### config.mk
export PLATFORM = sky130hd
export DESIGN_NAME = acc_ctrl
export DESIGN_NICKNAME = d
export VERILOG_FILES = /design/src/core/acc_pkg.sv /design/src/core/acc_chan_if.sv /design/src/core/acc_filter.sv /design/src/core/acc_edge.sv /design/src/core/acc_ctrl.sv
export VERILOG_INCLUDE_DIRS = /design/src /design/src/core
export SDC_FILE = /design/constraint.sdc
export NUM_CORES = 1
export LEC_CHECK = 0
export BUFFER_PORTS_ARGS = -buffer_cell sky130_fd_sc_hd__buf_2
export CORE_AREA = 2 2 113 93
export DETAILED_ROUTE_END_ITERATION = 10
export DIE_AREA = 0 0 115 95
export GPL_ROUTABILITY_DRIVEN = 0
export PLACE_DENSITY = 0.75
export RECOVER_POWER = 25
export SLEW_MARGIN = 20
export SYNTH_ARGS = -nofsm -noshare
export SYNTH_HDL_FRONTEND = slang
export SYNTH_SLANG_ARGS = --single-unit
### constraint.sdc
create_clock -name clk_i -period 1.5 [get_ports clk_i]
set_clock_uncertainty 0.1 [all_clocks]
set_input_delay 0.3 -clock clk_i [delete_from_list [all_inputs] [get_ports clk_i]]
set_output_delay 0.3 -clock clk_i [all_outputs]
set_load 0.03 [all_outputs]
### src/core/acc_defines.svh
// Purpose: Register map, reset values and counts for the comparator control
// Assumes: 8-bit register port, byte offsets used as register addresses
// Notes: Definitions only
`ifndef ACC_DEFINES_SVH
`define ACC_DEFINES_SVH

// Register offsets
`define ACC_OFS_CTRL 8'h00
`define ACC_OFS_FLAG 8'h01
`define ACC_OFS_IEN 8'h02
`define ACC_OFS_FILT 8'h03
`define ACC_OFS_WIN 8'h04
`define ACC_OFS_REF 8'h05
`define ACC_OFS_OUT 8'h06
`define ACC_OFS_EVT 8'h07

// Field positions
`define ACC_CTRL_HS 4
`define ACC_CTRL_STOP 5
`define ACC_FILT_DIV 4

// Reset values
`define ACC_CTRL_RST 8'h20
`define ACC_ZERO_RST 8'h00

// Channel masks for the two variants
`define ACC_MASK_TWO 4'hF
`define ACC_MASK_ONE 4'hC

// Filter and sampling counts
`define ACC_FILT_LEN 3
`define ACC_DIV_W 6
`define ACC_DIV_M1 6'h03
`define ACC_DIV_M2 6'h0F
`define ACC_DIV_M3 6'h3F

`endif

### src/core/acc_pkg.sv
// Purpose: Shared types of the comparator control
// Assumes: Constants come from acc_defines.svh
// Notes: Types only
`default_nettype none

package acc_pkg;
    typedef logic [7:0] acc_addr_t;
    typedef logic [7:0] acc_data_t;
    typedef logic [3:0] acc_chv_t;
    typedef enum logic [1:0] {
        ACC_DIV_1 = 2'h0,
        ACC_DIV_4 = 2'h1,
        ACC_DIV_16 = 2'h2,
        ACC_DIV_64 = 2'h3
    } acc_div_t;
endpackage : acc_pkg

`default_nettype wire

### src/core/acc_chan_if.sv
// Purpose: Per-channel link between control, filter and change detector
// Assumes: One instance per comparator channel
// Notes: raw is already synchronised
`default_nettype none

interface acc_chan_if;
    logic raw;
    logic samp;
    logic fen;
    logic clr;
    logic res;
    logic chg;
    modport ctl (output raw, samp, fen, clr, input res, chg);
    modport flt (input raw, samp, fen, clr, output res);
    modport edg (input res, clr, output chg);
endinterface : acc_chan_if

`default_nettype wire

### src/core/acc_filter.sv
// Purpose: Digital noise filter for one comparator outcome
// Assumes: raw is synchronised to clk_i
// Notes: With the filter on, result moves only on a clear or when all samples agree
`include "acc_defines.svh"
`default_nettype none

module acc_filter
    import acc_pkg::*;
(
    // Clock and reset
    input wire logic clk_i,
    input wire logic nrst_i,
    input wire logic ce_i,
    // Channel
    acc_chan_if.flt ch
);
    logic [`ACC_FILT_LEN-1:0] hist_reg;
    logic [`ACC_FILT_LEN-1:0] hist_next;
    logic res_reg;
    logic res_next;
    wire logic all_one = &hist_reg;
    wire logic all_zero = ~|hist_reg;

    assign hist_next = ch.clr ? '0 :
        ch.samp ? {hist_reg[`ACC_FILT_LEN-2:0], ch.raw} : hist_reg;
    // Bypass follows the input, filter needs a full agreeing history
    assign res_next = ch.clr ? 1'b0 : !ch.fen ? ch.raw :
        all_one ? 1'b1 : all_zero ? 1'b0 : res_reg;
    assign ch.res = res_reg;

    always_ff @(posedge clk_i or negedge nrst_i)
    begin
        if (!nrst_i)
        begin
            hist_reg <= '0;
            res_reg <= 1'b0;
        end
        else if (ce_i)
        begin
            hist_reg <= hist_next;
            res_reg <= res_next;
        end
    end
endmodule : acc_filter

`default_nettype wire

### src/core/acc_edge.sv
// Purpose: Change detector for one filtered outcome
// Assumes: res comes from a flip-flop on clk_i
// Notes: One pulse cycle per transition, either direction; none while cleared
`default_nettype none

module acc_edge
    import acc_pkg::*;
(
    // Clock and reset
    input wire logic clk_i,
    input wire logic nrst_i,
    input wire logic ce_i,
    // Channel
    acc_chan_if.edg ch
);
    logic prev_reg;
    logic chg_reg;
    wire logic diff = ch.res ^ prev_reg;

    assign ch.chg = chg_reg;

    always_ff @(posedge clk_i or negedge nrst_i)
    begin
        if (!nrst_i)
        begin
            prev_reg <= 1'b0;
            chg_reg <= 1'b0;
        end
        else if (ce_i)
        begin
            prev_reg <= ch.res;
            chg_reg <= diff & !ch.clr;
        end
    end
endmodule : acc_edge

`default_nettype wire

### src/core/acc_ctrl.sv
// Purpose: Control logic of a dual-channel-unit voltage comparator
// Assumes: Analog macro gives raw compare levels; registers on a strobe port
// Notes: All analog levels pass a two-stage synchroniser first
//
// How it works
// Channels come in units of two
// Readable per-channel result bit
// Outcome drivable onto per-channel output pin
// Per-channel interrupt on outcome change
// Events on channel 0, or 0/1 change
// Filter bypass or apply, selectable sampling
// Window mode: between low and high reference
// Reference from pin or internal source
// High or low response speed select
// Module stop halts comparators
// Filtered changes give one-cycle pulses
//
// The address-and-strobe port and the placing of the registers were decided locally.
`include "acc_defines.svh"
`default_nettype none

module acc_ctrl
    import acc_pkg::*;
#(
    parameter int UNITS = 2
)
(
    // Clock, reset, enable
    input wire logic clk_i,
    input wire logic nrst_i,
    input wire logic ce_i,
    // Register port
    input wire acc_addr_t addr_i,
    input wire acc_data_t wdata_i,
    input wire logic wr_i,
    input wire logic rd_i,
    output acc_data_t rdata_o,
    // Analog compare levels
    input wire acc_chv_t above_ref_pin_i,
    input wire acc_chv_t above_ref_int_i,
    input wire acc_chv_t above_win_low_i,
    input wire acc_chv_t below_win_high_i,
    // Analog control
    output acc_chv_t ana_en_o,
    output acc_chv_t ref_int_o,
    output logic high_speed_o,
    // Comparator output pins
    output acc_chv_t cmp_out_o,
    output acc_chv_t cmp_out_en_o,
    // Requests
    output acc_chv_t irq_o,
    output logic [1:0] evt_o
);
    localparam acc_chv_t PRESENT = (UNITS == 2) ? `ACC_MASK_TWO : `ACC_MASK_ONE;
    localparam logic EVT_ON = (UNITS == 2);

    function automatic logic hit(input acc_addr_t a, input acc_addr_t ofs);
        hit = (a == ofs);
    endfunction : hit

    // Control registers
    acc_chv_t ch_en_reg;
    logic hs_reg;
    logic stop_reg;
    acc_chv_t ien_reg;
    acc_chv_t fen_reg;
    acc_div_t div_reg;
    logic [1:0] win_reg;
    acc_chv_t ref_reg;
    acc_chv_t oe_reg;
    logic [1:0] evt_en_reg;

    // Synchroniser stages, second stage alone feeds logic
    // Reset to the idle level so no false change follows reset
    logic [15:0] sync1_reg;
    logic [15:0] sync2_reg;
    wire logic [15:0] raw_all = {below_win_high_i, above_win_low_i, above_ref_int_i, above_ref_pin_i};
    wire acc_chv_t pin_s = sync2_reg[3:0];
    wire acc_chv_t int_s = sync2_reg[7:4];
    wire acc_chv_t lo_s = sync2_reg[11:8];
    wire acc_chv_t hi_s = sync2_reg[15:12];

    // Sampling divider
    logic [`ACC_DIV_W-1:0] div_cnt_reg;
    logic [`ACC_DIV_W-1:0] div_mask;
    wire logic samp = ((div_cnt_reg & div_mask) == '0);

    // Output registers
    acc_data_t rdata_reg;
    acc_data_t rdata_next;
    acc_chv_t ana_en_reg;
    acc_chv_t cmp_out_reg;
    acc_chv_t irq_reg;
    logic [1:0] evt_reg;

    // Per-channel results
    acc_chv_t sel_v;
    acc_chv_t res_v;
    acc_chv_t chg_v;
    acc_chv_t clr_v;

    // Write decode
    wire logic wr_ctrl = wr_i && hit(addr_i, `ACC_OFS_CTRL);
    wire logic wr_ien = wr_i && hit(addr_i, `ACC_OFS_IEN);
    wire logic wr_filt = wr_i && hit(addr_i, `ACC_OFS_FILT);
    wire logic wr_win = wr_i && hit(addr_i, `ACC_OFS_WIN);
    wire logic wr_ref = wr_i && hit(addr_i, `ACC_OFS_REF);
    wire logic wr_out = wr_i && hit(addr_i, `ACC_OFS_OUT);
    wire logic wr_evt = wr_i && hit(addr_i, `ACC_OFS_EVT);

    // One tick source for all channels; a per-channel phase would cost a counter each
    always_comb
    begin
        case (div_reg)
            ACC_DIV_1: div_mask = '0;
            ACC_DIV_4: div_mask = `ACC_DIV_M1;
            ACC_DIV_16: div_mask = `ACC_DIV_M2;
            default: div_mask = `ACC_DIV_M3;
        endcase
    end

    // Read decode; unmapped offsets read zero
    always_comb
    begin
        if (hit(addr_i, `ACC_OFS_CTRL))
            rdata_next = {2'h0, stop_reg, hs_reg, ch_en_reg};
        else if (hit(addr_i, `ACC_OFS_FLAG))
            rdata_next = {4'h0, res_v};
        else if (hit(addr_i, `ACC_OFS_IEN))
            rdata_next = {4'h0, ien_reg};
        else if (hit(addr_i, `ACC_OFS_FILT))
            rdata_next = {2'h0, div_reg, fen_reg};
        else if (hit(addr_i, `ACC_OFS_WIN))
            rdata_next = {6'h00, win_reg};
        else if (hit(addr_i, `ACC_OFS_REF))
            rdata_next = {4'h0, ref_reg};
        else if (hit(addr_i, `ACC_OFS_OUT))
            rdata_next = {4'h0, oe_reg};
        else if (hit(addr_i, `ACC_OFS_EVT))
            rdata_next = {6'h00, evt_en_reg};
        else
            rdata_next = `ACC_ZERO_RST;
    end

    // Register file; absent channels keep their bits at zero
    // Reset leaves the module stopped, so the analog side draws no power
    always_ff @(posedge clk_i or negedge nrst_i)
    begin
        if (!nrst_i)
        begin
            {stop_reg, hs_reg, ch_en_reg} <= 6'(`ACC_CTRL_RST);
            ien_reg <= '0;
            fen_reg <= '0;
            div_reg <= ACC_DIV_1;
            win_reg <= '0;
            ref_reg <= '0;
            oe_reg <= '0;
            evt_en_reg <= '0;
        end
        else if (ce_i)
        begin
            if (wr_ctrl)
            begin
                ch_en_reg <= wdata_i[3:0] & PRESENT;
                hs_reg <= wdata_i[`ACC_CTRL_HS];
                stop_reg <= wdata_i[`ACC_CTRL_STOP];
            end
            if (wr_ien)
                ien_reg <= wdata_i[3:0] & PRESENT;
            if (wr_filt)
            begin
                fen_reg <= wdata_i[3:0] & PRESENT;
                div_reg <= acc_div_t'(wdata_i[`ACC_FILT_DIV+:2]);
            end
            if (wr_win)
                win_reg <= wdata_i[1:0] & {PRESENT[2], PRESENT[0]};
            if (wr_ref)
                ref_reg <= wdata_i[3:0] & PRESENT;
            if (wr_out)
                oe_reg <= wdata_i[3:0] & PRESENT;
            if (wr_evt)
                evt_en_reg <= wdata_i[1:0] & {2{EVT_ON}};
        end
    end

    always_ff @(posedge clk_i or negedge nrst_i)
    begin
        if (!nrst_i)
        begin
            sync1_reg <= '0;
            sync2_reg <= '0;
            div_cnt_reg <= '0;
        end
        else if (ce_i)
        begin
            sync1_reg <= raw_all;
            sync2_reg <= sync1_reg;
            div_cnt_reg <= div_cnt_reg + 1'b1;
        end
    end

    // Per-channel path: select, filter, detect change
    acc_chan_if chn[4] ();

    for (genvar i = 0; i < 4; i++)
    begin : g_ch
        // Window compares against both levels, strict on each side
        assign sel_v[i] = win_reg[i/2] ? (lo_s[i] & hi_s[i]) :
            ref_reg[i] ? int_s[i] : pin_s[i];
        // Stopped or disabled channels hold a cleared outcome
        assign clr_v[i] = stop_reg | !ch_en_reg[i];
        assign chn[i].raw = sel_v[i];
        assign chn[i].samp = samp;
        assign chn[i].fen = fen_reg[i];
        assign chn[i].clr = clr_v[i];
        assign res_v[i] = chn[i].res;
        assign chg_v[i] = chn[i].chg;

        // Both stages share the channel bundle, so a clear reaches each
        acc_filter u_filter (
            .clk_i(clk_i),
            .nrst_i(nrst_i),
            .ce_i(ce_i),
            .ch(chn[i])
        );

        acc_edge u_edge (
            .clk_i(clk_i),
            .nrst_i(nrst_i),
            .ce_i(ce_i),
            .ch(chn[i])
        );
    end

    // Outputs, each from its own flip-flop
    // Requests lag the result by two edges, so the flag is seen first
    always_ff @(posedge clk_i or negedge nrst_i)
    begin
        if (!nrst_i)
        begin
            rdata_reg <= '0;
            ana_en_reg <= '0;
            cmp_out_reg <= '0;
            irq_reg <= '0;
            evt_reg <= '0;
        end
        else if (ce_i)
        begin
            // Read data stands for one cycle only
            rdata_reg <= rd_i ? rdata_next : `ACC_ZERO_RST;
            ana_en_reg <= ch_en_reg & {4{!stop_reg}};
            cmp_out_reg <= res_v & oe_reg;
            irq_reg <= chg_v & ien_reg;
            evt_reg[0] <= chg_v[0] & evt_en_reg[0];
            evt_reg[1] <= (chg_v[0] | chg_v[1]) & evt_en_reg[1];
        end
    end

    assign rdata_o = rdata_reg;
    assign ana_en_o = ana_en_reg;
    assign ref_int_o = ref_reg;
    assign high_speed_o = hs_reg;
    assign cmp_out_o = cmp_out_reg;
    assign cmp_out_en_o = oe_reg;
    assign irq_o = irq_reg;
    assign evt_o = evt_reg;
endmodule : acc_ctrl

`default_nettype wire

# --- Word level (Yosys, flattened, before mapping) ---
# Cells that the tools add are included.
word_totals:
  elab_cells: 159
  out_inout_bits: 31
  ff_bits: 112
classes:
  reduce_logical: 46
  add_sub_neg: 1
  eq_ne: 13
  bitwise: 23
  mux: 42
op_table:
  columns: ["cell", "n"]
  rows:
  - ["$eq 8x3->1 const B", 4]
  - ["$reduce_and 2->1", 15]
  - ["$mux 1", 24]
  - ["$mux 3", 8]
  - ["$mux 6", 4]
  - ["$pmux 6 s3", 1]
  - ["$eq 8x2->1 const B", 2]
  - ["$ne 4x2->1 const B", 4]
  - ["$and 4x4->4", 3]
  - ["$mux 4", 3]
  - ["$reduce_and 3->1", 4]
  - ["$reduce_or 3->1", 4]
  - ["$and 1x1->1", 10]
  - ["$logic_not 1->1", 9]
  - ["$eq 8x1->1 const B", 1]
  - ["$logic_not 8->1", 1]
  - ["$mux 8", 1]
  - ["$reduce_bool 2->1", 4]
  - ["$logic_and 1x1->1", 7]
  - ["$add 6x1->6 const B", 1]
  - ["$and 6x6->6", 1]
  - ["$logic_not 6->1", 1]
  - ["$or 1x1->1", 5]
  - ["$xor 1x1->1", 4]
  - ["4 further kinds", 4]

# --- Longest topological paths before layout ---
depth:
  word_depth: 10
  ltp_mapped: 6
  mapped_depth_nobuf: 4

# --- Hierarchy ---
# A second synthesis with hierarchy kept.
hier_totals:
  hier_cells: 411
  hier_area_um2: 5006.1
by_module_without_submodules:
  columns: ["mod", "area_per_inst_um2", "n_inst", "cells_per_inst"]
  rows:
  - ["acc_ctrl", 3799.9, 1, 295]
  - ["acc_filter", 211.5, 4, 22]
  - ["acc_edge", 90.1, 4, 7]

# --- Worst setup path after synthesis ---
# No wires, ideal clock.
synth_path:
  kind: "input -> register"
  start: "input port addr_i[5]"
  end: "register div_reg[0]"
  arrival_ns: 1.391
  setup_slack_ns: -0.116
  stages: 5
  path_buffers: 1
  t_required_ns: 1.275
  cell_sequence: "nor2_1 -> and3b_1 -> and3_1 -> buf_4 -> mux2_2"
synth_between:
  elab_chain_cells: 3
synth_lines:
  columns: ["item", "line", "text"]
  rows:
  - ["start: declaration", "acc_ctrl.sv:33", "input wire acc_addr_t addr_i,"]
  - ["$eq 8x2->1", "acc_ctrl.sv:58", "hit = (a == ofs);"]
  - ["$logic_and 1x1->1", "acc_ctrl.sv:105", "wire logic wr_filt = wr_i && hit(addr_i, `ACC_OFS_FILT);"]
  - ["$reduce_and 2->1 (no source line)", null, null]
  - ["end signal: assignment", "acc_ctrl.sv:173", "div_reg <= acc_div_t'(wdata_i[`ACC_FILT_DIV+:2]);"]
  - ["end: declaration", "acc_ctrl.sv:67", "acc_div_t div_reg;"]
# No other way between the ends.
# A chain may end at the register's enable or synchronous reset.

# --- Worst setup path after layout ---
layout_path:
  start: "register div_cnt_reg[1]"
  end: "register g_ch[0].u_filter.hist_reg[0]"
layout_between:
  elab_chain_cells: 4
layout_lines:
  columns: ["item", "line", "text"]
  rows:
  - ["start: declaration", "acc_ctrl.sv:84", "logic [`ACC_DIV_W-1:0] div_cnt_reg;"]
  - ["start signal: assignment", "acc_ctrl.sv:198", "div_cnt_reg <= div_cnt_reg + 1'b1;"]
  - ["$and 6x6->6", "acc_ctrl.sv:86", "wire logic samp = ((div_cnt_reg & div_mask) == '0);"]
  - ["$logic_not 6->1", "acc_ctrl.sv:86", null]
  - ["$reduce_bool 2->1 (no source line)", null, null]
  - ["$reduce_and 2->1 (no source line)", null, null]
  - ["end signal: assignment", "acc_filter.sv:40", "hist_reg <= hist_next;"]
  - ["end: declaration", "acc_filter.sv:17", "logic [`ACC_FILT_LEN-1:0] hist_reg;"]
# No other way between the ends.

==> metrics.txt <==
final non-filler cell total=646; Syn Inst Count=414; sequential element share of the synthesized area=0.556; core area=9910 um2; htree depth=3; crit-path max cell delay=0.53 ns; n_diodes=0; Distinct cells, synth=52; setup ws final=-0.203 ns; setup TNS=-1.98 ns; switching part of the total power=0.254; Die H=95 um; initial antenna violation count=0; Worst-Skew Late Latency=0.35 ns; critical-path maximum fanout=6; peak supply drop=0.617 mV; number of clock sinks seen by CTS=110; RSZ-0062 raised after global routing=true; Synth-to-Final Area Change=23.7%; worst min-delay path class=input port to flop; P_leak=2.84 nW; CTS Buf Count=9; largest net degree at the start of global routing=78; Sw Pwr=1.72 mW; WP data arrival=1.87 ns; CP max stage cell=or4b_1; worst slew pin tran=0.704 ns; Post-synth EDFFs=0; Syn Area/Cell=12.0 um2; Area after DPL=5720 um2; Final Slew Violations=0; wire per inst=18.3 um; Clock Tree Root=clkbuf_16; share of cells above drive strength 1=0.412; crit path cell chain=o41a_1 > or4b_1 > o21ai_1; Detail Placement HPWL=8400 um; Initial DRC Count=151; post-route ant nets=0; DRC=0; Rows=33; Max clock buf depth=2; Total GRT Usage=0.230; first-pass GRT wire length=19,100 um; Power Density=1110 nW/um2; post-placement cell count=624; Via Count=3,653; cell-internal power=5.06 mW; clock input transition at the sequential cells of the worst setup and hold paths=0.07 ns; Final setup viols=15; Initial Utilization=0.500; Most used DFF post-synth=dfrtp_1; violated checks=negative setup slack; Slew headroom=0.531; DR vias/cell=5.65; status=complete, but fails checks; synthesized flop and latch total=110; gr ovfl total=0; data required time of the worst path=1.67 ns; Finished Core Util=0.619; IO Port Bufs=63; crit path time final=1.70 ns; Hold Violations, Final=0; Comb power frac=0.144; final instance area=6130 um2; die area=10,900 um2; Clock power frac=0.357; Ports=68; synth warn=0; max-cap check violation count=0; fin nets=557; vias in the first global route=3,681; Setup Crit Path Kind=flop to flop; critical path capture point type=flop; Max Freq=0.587 GHz; Chip Width=115 um; asr flop ratio synth=1.00; type of origin of the critical path=flop; DR pass1 iterations=4; fin crit share=1.14; Syn Std Cell Area=4960 um2; drt total wl=11,800 um; Seq pwr share=0.499; TritonCTS clock tree=built
[cells in the mapped netlist, types with 3 or more instances]
cell type / number / area [um2]
o21ai_0: 32 / 160
o2bb2ai_1: 7 / 61.3
a21boi_0: 3 / 22.5
a21o_1: 4 / 30.0
o31a_1: 4 / 35.0
nor2_1: 13 / 48.8
inv_1: 17 / 63.8
nand2b_1: 11 / 68.8
o22ai_1: 9 / 56.3
nand2_1: 20 / 75.1
nor2b_1: 8 / 50.1
nand4_1: 5 / 31.3
a311oi_1: 3 / 26.3
a221oi_1: 4 / 35.0
xnor2_1: 7 / 61.3
mux2_2: 65 / 732
dfrtp_1: 109 / 2730
buf_4: 3 / 22.5
o211ai_1: 3 / 22.5
mux2i_1: 7 / 70.1
clkbuf_1: 9 / 33.8
buf_2: 12 / 60.1
nand3_1: 21 / 105
or4b_1: 4 / 40.0
[routing by layer]
metal / global-route usage / part of all wire / vias up / routed length (um)
li1: - / - / 1694 / -
met1: 0.324 / 0.45 / 1843 / 5330
met2: 0.358 / 0.49 / 103 / 5740
met3: 0.0513 / 0.052 / 13 / 611
met4: 0.0713 / 0.012 / 0 / 138
met5: 0 / 0 / - / 0
[critical path, delay by kind of cell (launching register included)]
kind	cells	cell delay (ns)
AOI/OAI and AO/OA	2	0.58
and+or+nand+nor	1	0.53
DFF	1	0.43
[what timing repair did]
action	CTS	global route
endpoints found under the hold margin	109	0
buffers inserted	1	4
cloned	0	0
pin swaps	2	6
hold buffers	1	0
setup endpoints to repair	15	25
resized for setup	9	15
[cell type report]
type	instances	area, um2
clock buffers	12	246
clock inverters	4	55.1
fillers	788	3780
inverters	17	63.8
multi-input cells	262	2100
flip-flops and latches	110	2760
well taps	122	153
repair buffers	119	761
[power by group through the flow]
stage	registers, mW	clock network [mW]	logic [mW]
floorplan	3.42	0	0.481
global placement	3.42	0	0.844
global route	3.42	2.60	1.07
CTS	3.39	2.48	0.925
finish	3.39	2.43	0.976
detailed placement	3.44	0	0.888
[layout by cell type (no fill, tap or decap), drive strengths merged, types with 9 or more instances in the layout]
cell,instances
buf,115
dfrtp,109
mux2,65
o21ai,32
nand3,22
nand2,20
inv,18
clkbuf,15
nor2,13
nand2b,11
o22ai,9
[logic make-up (layout without fill, tap and decap cells)]
kind of cell               count (synthesis)  after routing  share of synthesized area
other                                      1              2                   0.000756
buffers and inverters                     43            152                     0.0381
muxes                                     74             74                      0.171
and+or+nand+nor                           97             97                      0.110
DFF                                      110            110                      0.556
AOI/OAI and AO/OA                         79             79                      0.106
xor gates and xnor gates                   9              9                     0.0159
adders and majority gates                  1              1                    0.00252
[path summary, 6_finish.rpt]
check,cells past startpoint,start,slack (ns),to
min in group asynchronous,3,nrst_i,0.50,sync1_reg[15]
max in group asynchronous,3,nrst_i,0.22,win_reg[1]
worst max register to register,3,div_cnt_reg[1],-0.20,g_ch[0].u_filter.hist_reg[0]
worst min-delay path,2,above_win_low_i[1],0.08,sync1_reg[9]
worst min register to register,1,div_cnt_reg[5],0.38,div_cnt_reg[5]
worst max-delay path,3,div_cnt_reg[1],-0.20,g_ch[0].u_filter.hist_reg[0]
[through the flow]
| step | power [mW] | setup WS [ns] | hold WS, ns |
|---|---|---|---|
| after global routing | 7.09 | -0.236 | 0.0742 |
| after floorplan | 3.90 | -0.104 | -0.0956 |
| after CTS | 6.79 | -0.198 | 0.0730 |
| final | 6.79 | -0.203 | 0.0806 |
| after detailed placement | 4.33 | -0.332 | 0.265 |
| after global placement | 4.27 | -0.284 | 0.260 |
Power figures use the tool's default switching activity.
